File: src/logic/hsc_pkg.sv
package hsc_pkg;
  // register byte offsets
  localparam logic [7:0] OFF_CTRL   = 8'h00;
  localparam logic [7:0] OFF_STATUS = 8'h04;
  localparam logic [7:0] OFF_IRQ    = 8'h08;
  localparam logic [7:0] OFF_MASK   = 8'h0C;
  localparam logic [7:0] OFF_LIMUV0 = 8'h10;
  localparam logic [7:0] OFF_LIMOV0 = 8'h14;
  localparam logic [7:0] OFF_LIMUV1 = 8'h18;
  localparam logic [7:0] OFF_LIMOV1 = 8'h1C;
  localparam logic [7:0] OFF_WARN   = 8'h20;
  // ctrl fields: [1:0] enable_a, [3:2] channel_sw_enable_b
  localparam int CTRL_EN_A_LSB = 0;
  localparam int CTRL_EN_B_LSB = 2;
  // irq fields: [1:0] breaker shutdown, [3:2] power-good lost
  localparam int IRQ_CB_LSB = 0;
  localparam int IRQ_PGL_LSB = 2;
  localparam logic [1:0] EN_A_RESET = 2'h3;
  localparam logic [9:0] UV_RESET = 10'h040;
  localparam logic [9:0] OV_RESET = 10'h3C0;
  // timing
  localparam int CLK_HZ = 200_000_000;
  localparam int RETRY_MS = 200;
  localparam int RETRY_CYCLES = CLK_HZ / 1000 * RETRY_MS;
  localparam int INIT_CYCLES = 16;
  typedef enum {HSC_INIT, HSC_RUN} hsc_phase_e;
  typedef struct packed {
    logic group_both;
    logic shutdown_on_fault;
    logic good_active_high;
    logic autoretry;
  } hsc_straps_s;
  typedef struct packed {
    logic [9:0] volt;
    logic       over_warn;
    logic       fast_trip;
    logic       slow_trip;
    logic       oc_limit;
  } hsc_meas_s;
endpackage

File: src/logic/hsc_channel_control.sv
// Implementation choices: the Wishbone slave port and the register offsets.
`timescale 1ns/1ps
// Operation
// RULE1: channel on needs enable_b and arm high
// RULE2: enable strap high sets both enable_b
// RULE3: later strap drop never clears enable_b
// RULE4: host may rewrite each enable_b bit
// RULE5: arm status bit follows arm comparator
// RULE6: grouping strap sampled once, then ignored
// RULE7: fault action strap: power-good only, or shutdown
// RULE8: alert low on limit or overcurrent after good
// RULE9: power-good only within undervoltage/overvoltage limits
// RULE10: polarity strap sets power-good active level
// RULE11: fault output low on breaker shutdown
// RULE12: fast or slow trip is breaker shutdown
// RULE13: retry strap latched once, autoretry or latch-off
// RULE14: autoretry clears fault, restarts after 200ms
// RULE15: latch-off holds until arm/enable toggle or power
// RULE16: settings loaded before any channel enabled
// RULE17: retry delay counter, cleared when disabled
// RULE18: straps sampled once at init end
//
// reset and init
// - external reset is asynchronous, active low
// - release passes two flops before use
// - internal reset reaches every register below
// - init phase counts a fixed number of edges
// - straps are captured on the last init edge
// - enable_b is seeded on that same edge
// - no channel can switch on during init
// - captured straps hold until the next reset
// - strap pins are not watched after init
//
// register bus
// - classic single-cycle slave
// - a request is taken while ack is low
// - ack follows one edge after it is taken
// - ack stands for exactly one cycle
// - read data stands only beside ack
// - writes need byte lane zero
// - limit writes also need byte lane one
// - unmapped reads give zero, writes vanish
// - ctrl writes in init are ignored
// - the strap seed would overwrite enable_b anyway
//
// channel enable
// - both enable bits and arm must be high
// - arm takes one flop before use
// - the init phase gates every channel
// - a tripped channel stays off
// - channel_on is one edge behind its terms
//
// power-good
// - needs the channel on and volt in range
// - both limit compares are strict
// - any trip drops power-good at once
// - this holds in both fault actions
// - output level follows the captured strap
// - losing power-good raises a sticky event
//
// breaker faults
// - fast or slow trip counts as breaker event
// - grouped mode trips both channels together
// - fault_n drops on the shutdown edge
// - only the shutdown action sets fault_n low
// - power-good-only action leaves fault_n high
//
// autoretry
// - fault_n is released the cycle after shutdown
// - a counter then runs on every edge
// - the channel restarts when it expires
// - the counter clears while disabled
// - a trip still present trips again at once
//
// latch-off
// - the channel stays off after shutdown
// - a rising edge of the combined enable clears it
// - arm, enable_a or enable_b toggle all count
// - a reset also clears it
//
// alert
// - quiet until a power-good has been seen
// - over_warn or oc_limit pull it low
// - warn enable masks those per channel
// - an on channel out of range pulls it low
// - it is registered, so it lags one edge
//
// interrupts
// - sticky status bits, write one to clear
// - a new event in the clear cycle wins
// - mask register has the same layout
// - irq_out is high while an unmasked bit is set
//
// limits of this block
// - measurement words arrive already sampled
// - comparator hysteresis lives outside
// - retry count is in clock cycles, not time
// - changing the clock needs a new count
// - channel count above two needs a wider irq map
//
// hazards kept in mind
// - selection logic is continuous wires, except the always_comb read mux
// - no function reads module state implicitly
// - set beats clear on every sticky flag
// - every output comes straight from a flop
// - the reset copy is only read after two flops
// - straps are never read outside init
//
module hsc_channel_control
  import hsc_pkg::*;
#(
  parameter int RETRY_COUNT = RETRY_CYCLES,
  parameter int NCH         = 2
) (
  input  wire logic            sys_clk_in,
  input  wire logic            rst_n_in,
  input  wire logic [31:0]     wb_adr_in,
  input  wire logic [31:0]     wb_dat_in,
  input  wire logic [3:0]      wb_sel_in,
  input  wire logic            wb_we_in,
  input  wire logic            wb_cyc_in,
  input  wire logic            wb_stb_in,
  output logic      [31:0]     wb_dat_out,
  output logic                 wb_ack_out,
  input  wire logic [NCH-1:0]  arm_cmp_in,
  input  wire hsc_straps_s     straps_in,
  input  wire logic            hw_enable_strap_in,
  input  wire hsc_meas_s [NCH-1:0] meas_in,
  output logic      [NCH-1:0]  channel_on_out,
  output logic      [NCH-1:0]  power_good_out,
  output logic      [NCH-1:0]  fault_n_out,
  output logic                 alert_n_out,
  output logic                 irq_out
);
  localparam int CW = $clog2(RETRY_COUNT + 1);
  localparam int IW = $clog2(INIT_CYCLES + 1);

  // reset release through two flops
  logic rst_s1;
  logic rst_n;
  always_ff @(posedge sys_clk_in or negedge rst_n_in) begin
    if (!rst_n_in) begin
      rst_s1 <= 1'b0;
      rst_n  <= 1'b0;
    end else begin
      rst_s1 <= 1'b1;
      rst_n  <= rst_s1;
    end
  end

  // power-up init phase, straps captured once at its end
  hsc_phase_e  phase;
  logic [IW-1:0] init_cnt;
  hsc_straps_s straps;
  logic        strap_en_b;
  wire         init_done = (init_cnt == IW'(INIT_CYCLES - 1));
  always_ff @(posedge sys_clk_in or negedge rst_n) begin
    if (!rst_n) begin
      phase      <= HSC_INIT;
      init_cnt   <= '0;
      straps     <= '0;
      strap_en_b <= 1'b0;
    end else begin
      case (phase)
        HSC_INIT: begin
          init_cnt <= init_cnt + IW'(1);
          if (init_done) begin
            straps     <= straps_in;            // RULE6 RULE13 RULE18
            strap_en_b <= hw_enable_strap_in;   // RULE2
            phase      <= HSC_RUN;
          end
        end
        default: phase <= HSC_RUN;              // RULE3 RULE18
      endcase
    end
  end
  wire running = (phase == HSC_RUN);

  // bus decode
  wire        req     = wb_cyc_in && wb_stb_in && !wb_ack_out;
  wire        wr      = req && wb_we_in && wb_sel_in[0];
  wire        wr_hi   = req && wb_we_in && wb_sel_in[1];
  wire [7:0]  adr     = wb_adr_in[7:0];
  wire        sel_ctrl = (adr == OFF_CTRL);
  wire        sel_irq  = (adr == OFF_IRQ);
  wire        sel_mask = (adr == OFF_MASK);
  wire        sel_warn = (adr == OFF_WARN);
  wire [9:0]  wdat10   = wb_dat_in[9:0];

  logic [1:0] en_a;
  logic [1:0] en_b;
  logic [3:0] irq_stat;
  logic [3:0] irq_mask;
  logic [9:0] lim_uv [NCH];
  logic [9:0] lim_ov [NCH];
  logic [NCH-1:0] warn_en;
  logic [NCH-1:0] armed;
  logic [NCH-1:0] cb_evt;
  logic [NCH-1:0] pg_lost;
  logic [NCH-1:0] good_raw;
  logic       seen_good;

  // control regs; enable_b seeded from strap once init ends
  always_ff @(posedge sys_clk_in or negedge rst_n) begin
    if (!rst_n) begin
      en_a     <= EN_A_RESET;
      en_b     <= 2'h0;
      irq_mask <= 4'h0;
      warn_en  <= '1;
    end else begin
      if (phase == HSC_INIT && init_done) begin
        en_b <= {2{hw_enable_strap_in}};                           // RULE2 RULE16
      end else if (wr && sel_ctrl && running) begin
        en_a <= wb_dat_in[CTRL_EN_A_LSB +: 2];
        en_b <= wb_dat_in[CTRL_EN_B_LSB +: 2];                     // RULE4
      end
      if (wr && sel_mask) irq_mask <= wb_dat_in[3:0];
      if (wr && sel_warn) warn_en <= wb_dat_in[NCH-1:0];
    end
  end

  // sticky events: set wins over write-one-to-clear
  wire [3:0] irq_set = {pg_lost[1], pg_lost[0], cb_evt[1], cb_evt[0]};
  wire [3:0] irq_clr = (wr && sel_irq) ? wb_dat_in[3:0] : 4'h0;
  always_ff @(posedge sys_clk_in or negedge rst_n) begin
    if (!rst_n) irq_stat <= 4'h0;
    else irq_stat <= (irq_stat & ~irq_clr) | irq_set;
  end

  // per-channel limits, fault state and retry timer
  genvar g;
  generate
    for (g = 0; g < NCH; g++) begin : gen_ch
      wire [9:0] v       = meas_in[g].volt;
      wire       in_lim  = (v > lim_uv[g]) && (v < lim_ov[g]);       // RULE9
      wire       trip    = meas_in[g].fast_trip || meas_in[g].slow_trip; // RULE12
      // grouped mode: both channels trip together
      wire       trip_any = straps.group_both ?
                           (meas_in[0].fast_trip || meas_in[0].slow_trip ||
                            meas_in[NCH-1].fast_trip || meas_in[NCH-1].slow_trip) : trip;
      wire       want    = en_a[g] && en_b[g] && armed[g] && running;  // RULE1 RULE16
      logic      want_q;
      logic      tripped;
      logic [CW-1:0] rcnt;
      wire       act_on  = want && !tripped;
      wire       rearm   = want && !want_q;                            // RULE15
      wire       retry_done = (rcnt == CW'(RETRY_COUNT - 1));
      // shutdown only when strap says so, else power-good only
      wire       shut    = trip_any && act_on && straps.shutdown_on_fault; // RULE7
      // any trip drops power-good in both fault actions
      assign good_raw[g] = act_on && in_lim && !trip_any;              // RULE7 RULE9
      assign cb_evt[g]   = shut;
      assign pg_lost[g]  = power_good_out[g] != (good_raw[g] ~^ straps.good_active_high) &&
                           (power_good_out[g] == straps.good_active_high);
      always_ff @(posedge sys_clk_in or negedge rst_n) begin
        if (!rst_n) begin
          lim_uv[g] <= UV_RESET;
          lim_ov[g] <= OV_RESET;
        end else begin
          if (wr && wr_hi && adr == OFF_LIMUV0 + 8'(8 * g)) lim_uv[g] <= wdat10;
          if (wr && wr_hi && adr == OFF_LIMOV0 + 8'(8 * g)) lim_ov[g] <= wdat10;
        end
      end
      always_ff @(posedge sys_clk_in or negedge rst_n) begin
        if (!rst_n) begin
          armed[g]          <= 1'b0;
          want_q            <= 1'b0;
          tripped           <= 1'b0;
          rcnt              <= '0;
          channel_on_out[g] <= 1'b0;
          fault_n_out[g]    <= 1'b1;
          power_good_out[g] <= 1'b0;
        end else begin
          armed[g] <= arm_cmp_in[g];                                   // RULE5
          want_q   <= want;
          if (shut) begin
            tripped        <= 1'b1;
            fault_n_out[g] <= 1'b0;                                    // RULE11
            rcnt           <= '0;
          end else if (!want) begin
            rcnt <= '0;                                                // RULE17
          end else if (tripped && rearm) begin
            tripped        <= 1'b0;                                    // RULE15
            fault_n_out[g] <= 1'b1;
          end else if (tripped && straps.autoretry) begin
            fault_n_out[g] <= 1'b1;                                    // RULE14
            rcnt           <= rcnt + CW'(1);                           // RULE17
            if (retry_done) tripped <= 1'b0;                           // RULE14
          end
          channel_on_out[g] <= act_on && !shut;                        // RULE1
          power_good_out[g] <= good_raw[g] ~^ straps.good_active_high; // RULE10
        end
      end
    end
  endgenerate

  // alert only armed after a power-good has been seen
  wire limit_bad0 = warn_en[0] && (meas_in[0].over_warn || meas_in[0].oc_limit);
  wire limit_bad1 = warn_en[NCH-1] && (meas_in[NCH-1].over_warn || meas_in[NCH-1].oc_limit);
  // plain wire so every term is in the sensitivity
  wire any_off    = |(channel_on_out & ~good_raw);
  always_ff @(posedge sys_clk_in or negedge rst_n) begin
    if (!rst_n) begin
      seen_good   <= 1'b0;
      alert_n_out <= 1'b1;
      irq_out     <= 1'b0;
    end else begin
      if (|good_raw) seen_good <= 1'b1;
      alert_n_out <= !(seen_good && (limit_bad0 || limit_bad1 || any_off)); // RULE8
      irq_out     <= |(irq_stat & irq_mask);
    end
  end

  // read mux, one-cycle ack
  wire [31:0] rd_ctrl   = {28'h0, en_b, en_a};
  wire [31:0] rd_status = {22'h0, straps, strap_en_b, running, armed, ~fault_n_out};
  logic [31:0] rd_mux;
  // address decode, unmapped reads give zero
  always_comb begin
    rd_mux = 32'h0;
    if (adr == OFF_CTRL) begin
      rd_mux = rd_ctrl;
    end else if (adr == OFF_STATUS) begin
      rd_mux = rd_status;
    end else if (adr == OFF_IRQ) begin
      rd_mux = {28'h0, irq_stat};
    end else if (adr == OFF_MASK) begin
      rd_mux = {28'h0, irq_mask};
    end else if (adr == OFF_LIMUV0) begin
      rd_mux = {22'h0, lim_uv[0]};
    end else if (adr == OFF_LIMOV0) begin
      rd_mux = {22'h0, lim_ov[0]};
    end else if (adr == OFF_LIMUV1) begin
      rd_mux = {22'h0, lim_uv[NCH-1]};
    end else if (adr == OFF_LIMOV1) begin
      rd_mux = {22'h0, lim_ov[NCH-1]};
    end else if (adr == OFF_WARN) begin
      rd_mux = {{(32-NCH){1'b0}}, warn_en};
    end
  end
  always_ff @(posedge sys_clk_in or negedge rst_n) begin
    if (!rst_n) begin
      wb_ack_out <= 1'b0;
      wb_dat_out <= 32'h0;
    end else begin
      wb_ack_out <= req;
      wb_dat_out <= req ? rd_mux : 32'h0;
    end
  end
endmodule

File: config.mk
export PLATFORM = sky130hd
export DESIGN_NAME = hsc_channel_control
export DESIGN_NICKNAME = d
export VERILOG_FILES = /design/src/logic/hsc_pkg.sv /design/src/logic/hsc_channel_control.sv
export SDC_FILE = /design/constraint.sdc
export NUM_CORES = 1
export LEC_CHECK = 0
export BUFFER_PORTS_ARGS = -buffer_cell sky130_fd_sc_hd__buf_2
export CAP_MARGIN = 10
export CORE_MARGIN = 4
export CORE_UTILIZATION = 45
export DETAILED_ROUTE_END_ITERATION = 8
export PLACE_DENSITY = 0.76
export SLEW_MARGIN = 20
export SYNTH_ARGS = -nofsm -noshare
export SYNTH_HDL_FRONTEND = slang
export SYNTH_SLANG_ARGS = --single-unit
export TNS_END_PERCENT = 100
File: constraint.sdc
create_clock -name sys_clk_in -period 4 [get_ports sys_clk_in]
set_clock_uncertainty 0.05 [all_clocks]
set_input_delay 0.2 -clock sys_clk_in [delete_from_list [all_inputs] [get_ports sys_clk_in]]
set_output_delay 0.2 -clock sys_clk_in [all_outputs]
set_load 0.005 [all_outputs]
==> run summary <==
In this run the horizontal extent of the chip is around 140 um. The post-synthesis sequential element count is between 100 and 150. For this block, the initial DRC count from the detailed router was about 570. The required time reported for the critical path endpoint came out at between 4 and 5 ns. During I/O placement, the number of pins put on the boundary was 149.

The via count of the first global-routing pass came to just over 6000. The number of max-cap violations is 0. Counting the buffers created by CTS gives 17.

The smallest clock period supported by the final layout is computed as 2.62 ns. The initial antenna violation count is 0. The instance count of the mapped netlist is 820. The standard-cell row count came out at 48. The total standard cell area after synthesis came out at roughly 0.0080 mm2.

The number of DRC violations after detailed routing is 0. The H-tree was split into 4 levels. The static leakage is about 0.0041 uW. The wire length of the first global-routing pass is around 32000 um. Setup repair after global routing left no endpoint under its margin.

In the final layout, the share of cells above drive strength 1 is slightly below 20%. The per-instance average area after synthesis is around 10 um2. The type of the tightest min-delay check is in2reg. The most used flip-flop cell after synthesis is dfrtp_1. After detailed routing, the number of vias per cell comes to about 5.5. The worst pin sits at a relative slew slack of a little under two fifths.

The clock latency on the worst-skew pair came out at about 0.43 ns. After global routing the overflow that remains totals 0. From synthesis to final layout, the design area changed by 15.0%.

The sequential share of the synthesized area is a little under half. The async set or reset register ratio after synthesis is between 90% and 100%. The number of pins exceeding their max-slew limit in the final report is 0. TritonCTS built the clock tree.

The arrival time at the worst endpoint is about 2.9 ns. In the global route stage, overall resource usage came out at about a fifth. The chip height came out at 141 um. The number of post-CTS setup repair buffers came out at 0. The run finished with clean final reports. The accumulated negative setup slack came out at 0 ns. The count of flip-flops with a built-in enable after synthesis is 0. The number of search-and-repair iterations in the first detailed-routing pass is 6. CTS placed an instance of clkbuf_16 at the clock tree root. For this block, the via count after detailed routing is 6333. The Yosys warning count came out at 0.

The startpoint identified for the worst hold timing path is wb_dat_in[7]. The maximum fanout along the worst path is 13. The count of fill cells added during filler insertion is ~1500. The highest ir drop seen on vdd is 289 uV. The effective utilization at floorplan came out at around 46%. The number of sinks on the clock net came out at around 150. The critical path class is reg2reg. The maximum number of pins on one net before global-route repair is 90. The aggregate routed wire length is around 19000 um. The wire-length estimate of the detail-placed layout is about 14000 um. Clock-pin slew was measured on the worst setup and hold paths at approximately 0.06 ns. For this run, the top clock speed supported by timing is between 0.3 and 0.4 GHz.

The number of diodes is 0. No sink is reached through more buffers than the 2 on the longest clock path. The count of buffers from port buffering came out at 78. The category of the worst setup path capture point is a flop. The final setup violation count came out at 0. The area of the die came out at 0.0200 mm2. The total area inside the core boundary comes to around 0.017 mm2.

The critical path launch point is phase[0]. The last weighted congestion value of the routability-driven placer came out at ~0.88. The number of hold-slack violations in the final timing report is 0. The count of nets after finishing is 1058. The worst register-to-register path begins at phase[0]. The final cycle utilization of the critical path is between 60 and 70%. The sort of element at the start of the critical path is a flop.

Once layout is complete, the utilization of the core stands at ~53%. Counting distinct cell types in the post-synthesis netlist gives between 70 and 80. Once detail routing completed, the nets flagged for antenna violations numbered 0.

At the pin with the least slew margin, the transition time is slightly above 0.9 ns. The power density normalized to cell area came out at ~340 mW/mm2. Dividing the detail-routed wire length by the instance count gives 16.8 um.
-- through the flow --
step	cell area, um2	power (uW)	hold WS (ns)	instances	setup WS (ns)
finish	9210	3180	0.0189	1145	1.38
global route	9210	3280	0.0227	1145	1.22
CTS	9210	3200	0.0157	1145	1.43
detailed placement	8530	1690	-0.0640	1101	1.39
global placement	8530	1690	-0.0631	1101	1.42
floorplan	8090	1620	-0.146	841	1.56
-- worst paths after layout --
path                                     to  slack [ns]  cells past startpoint
worst max-delay path            irq_stat[2]        1.38                      6
worst min-delay path             lim_uv[17]        0.02                      3
worst max register to register  irq_stat[2]        1.38                      6
worst min register to register        rst_n        0.31                      0
max in group asynchronous       alert_n_out        2.63                      1
min in group asynchronous            rst_s1        0.03                      2
-- cells in the final DEF (no fill, tap or decap), drive strengths merged, types with 17 or more instances in the layout --
cell    instances
dfstp          17
buf            80
clkbuf         26
o21ai          41
ha             42
dfrtp         128
xor2           29
nor3           24
mux2           38
nand2          78
inv            65
nand3          28
xnor2          19
nor2           80
nand4          22
conb           23
a21oi          35
-- synth_stat cells (all sizes together) (3+ instances only) --
cell type,count,area (um2)
nand2b,4,25.0
o22ai,5,31.3
mux2,38,465
clkbuf,14,52.6
nand4,22,144
nor3,24,136
and3,11,70.1
a222oi,7,70.1
o21ai,41,205
xor2,29,254
nor4,10,96.4
xnor2,19,166
nand2,78,298
nor4b,4,35.0
mux2i,6,60.1
a211oi,5,37.5
dfstp,17,447
or3,6,37.5
o211ai,7,52.6
a22o,5,43.8
inv,65,244
a22oi,5,37.5
dfrtp,128,3200
buf,31,211
and4,3,26.3
a21oi,35,175
or4,5,37.5
ha,42,526
a41oi,3,26.3
nand3,28,140
or2,6,37.5
nor3b,3,27.5
nor2,80,315
a21o,4,30.0
-- state kept, by name (all words and copies together), names as in the netlist, 4 cells and up --
signal       cells
init_cnt         5
wb_dat_out      10
gen_ch.rcnt     52
rd_status        4
irq_stat         4
lim_ov          20
lim_uv          20
irq_mask         4
-- worst max-delay path, stage by stage (launching register included) --
cell	delay (ns)
dfrtp_1	0.60
nand4_1	0.27
inv_1	0.19
nand4_1	0.14
a2111oi_0	0.58
nand3_1	0.36
a22o_1	0.30
-- routing by layer --
| metal | global-route usage [%] | wire (um) | vias to the layer above |
|---|---|---|---|
| met3 | 4.25 | 1290 | 29 |
| met2 | 31.2 | 9040 | 207 |
| met5 | 0 | 0 | - |
| met1 | 28.0 | 8560 | 3067 |
| li1 | - | - | 3030 |
| met4 | 5.66 | 357 | 0 |
-- timing repair --
item                                   CTS  global route
resized for setup                        0             0
hold buffers                            13             0
endpoints found under the hold margin   14             0
-- layout make-up --
| class | count | area, um2 | area share, % |
|---|---|---|---|
| Multi-Input combinational cell | 586 | 3930 | 42.7 |
| Sequential cell | 145 | 3650 | 39.7 |
| Timing Repair Buffer | 93 | 548 | 5.95 |
| Clock buffer | 26 | 499 | 5.42 |
| Tap cell | 225 | 282 | 3.06 |
| Inverter | 65 | 244 | 2.65 |
| Clock inverter | 5 | 52.6 | 0.570 |
-- power by group --
group | switching, uW | leakage (uW) | total, uW | internal, uW
sequential | 21.3 | 0.00187 | 1500 | 1480
combinational | 109 | 0.00193 | 176 | 67.4
clock | 584 | 0.000270 | 1500 | 915
total | 714 | 0.00406 | 3180 | 2460
-- logic make-up after synthesis --
logic type,after synthesis,synth area share [%]
adder cells (fa/ha/maj),42,6.56
flip-flops,145,45.5
AND/OR/NAND/NOR,291,18.5
XOR/XNOR,48,5.25
multiplexers,44,6.56
other,2,0.0937
buffers and inverters,110,6.34
AO/OA/AOI/OAI,138,11.1
(Power assumes the default switching activity.)
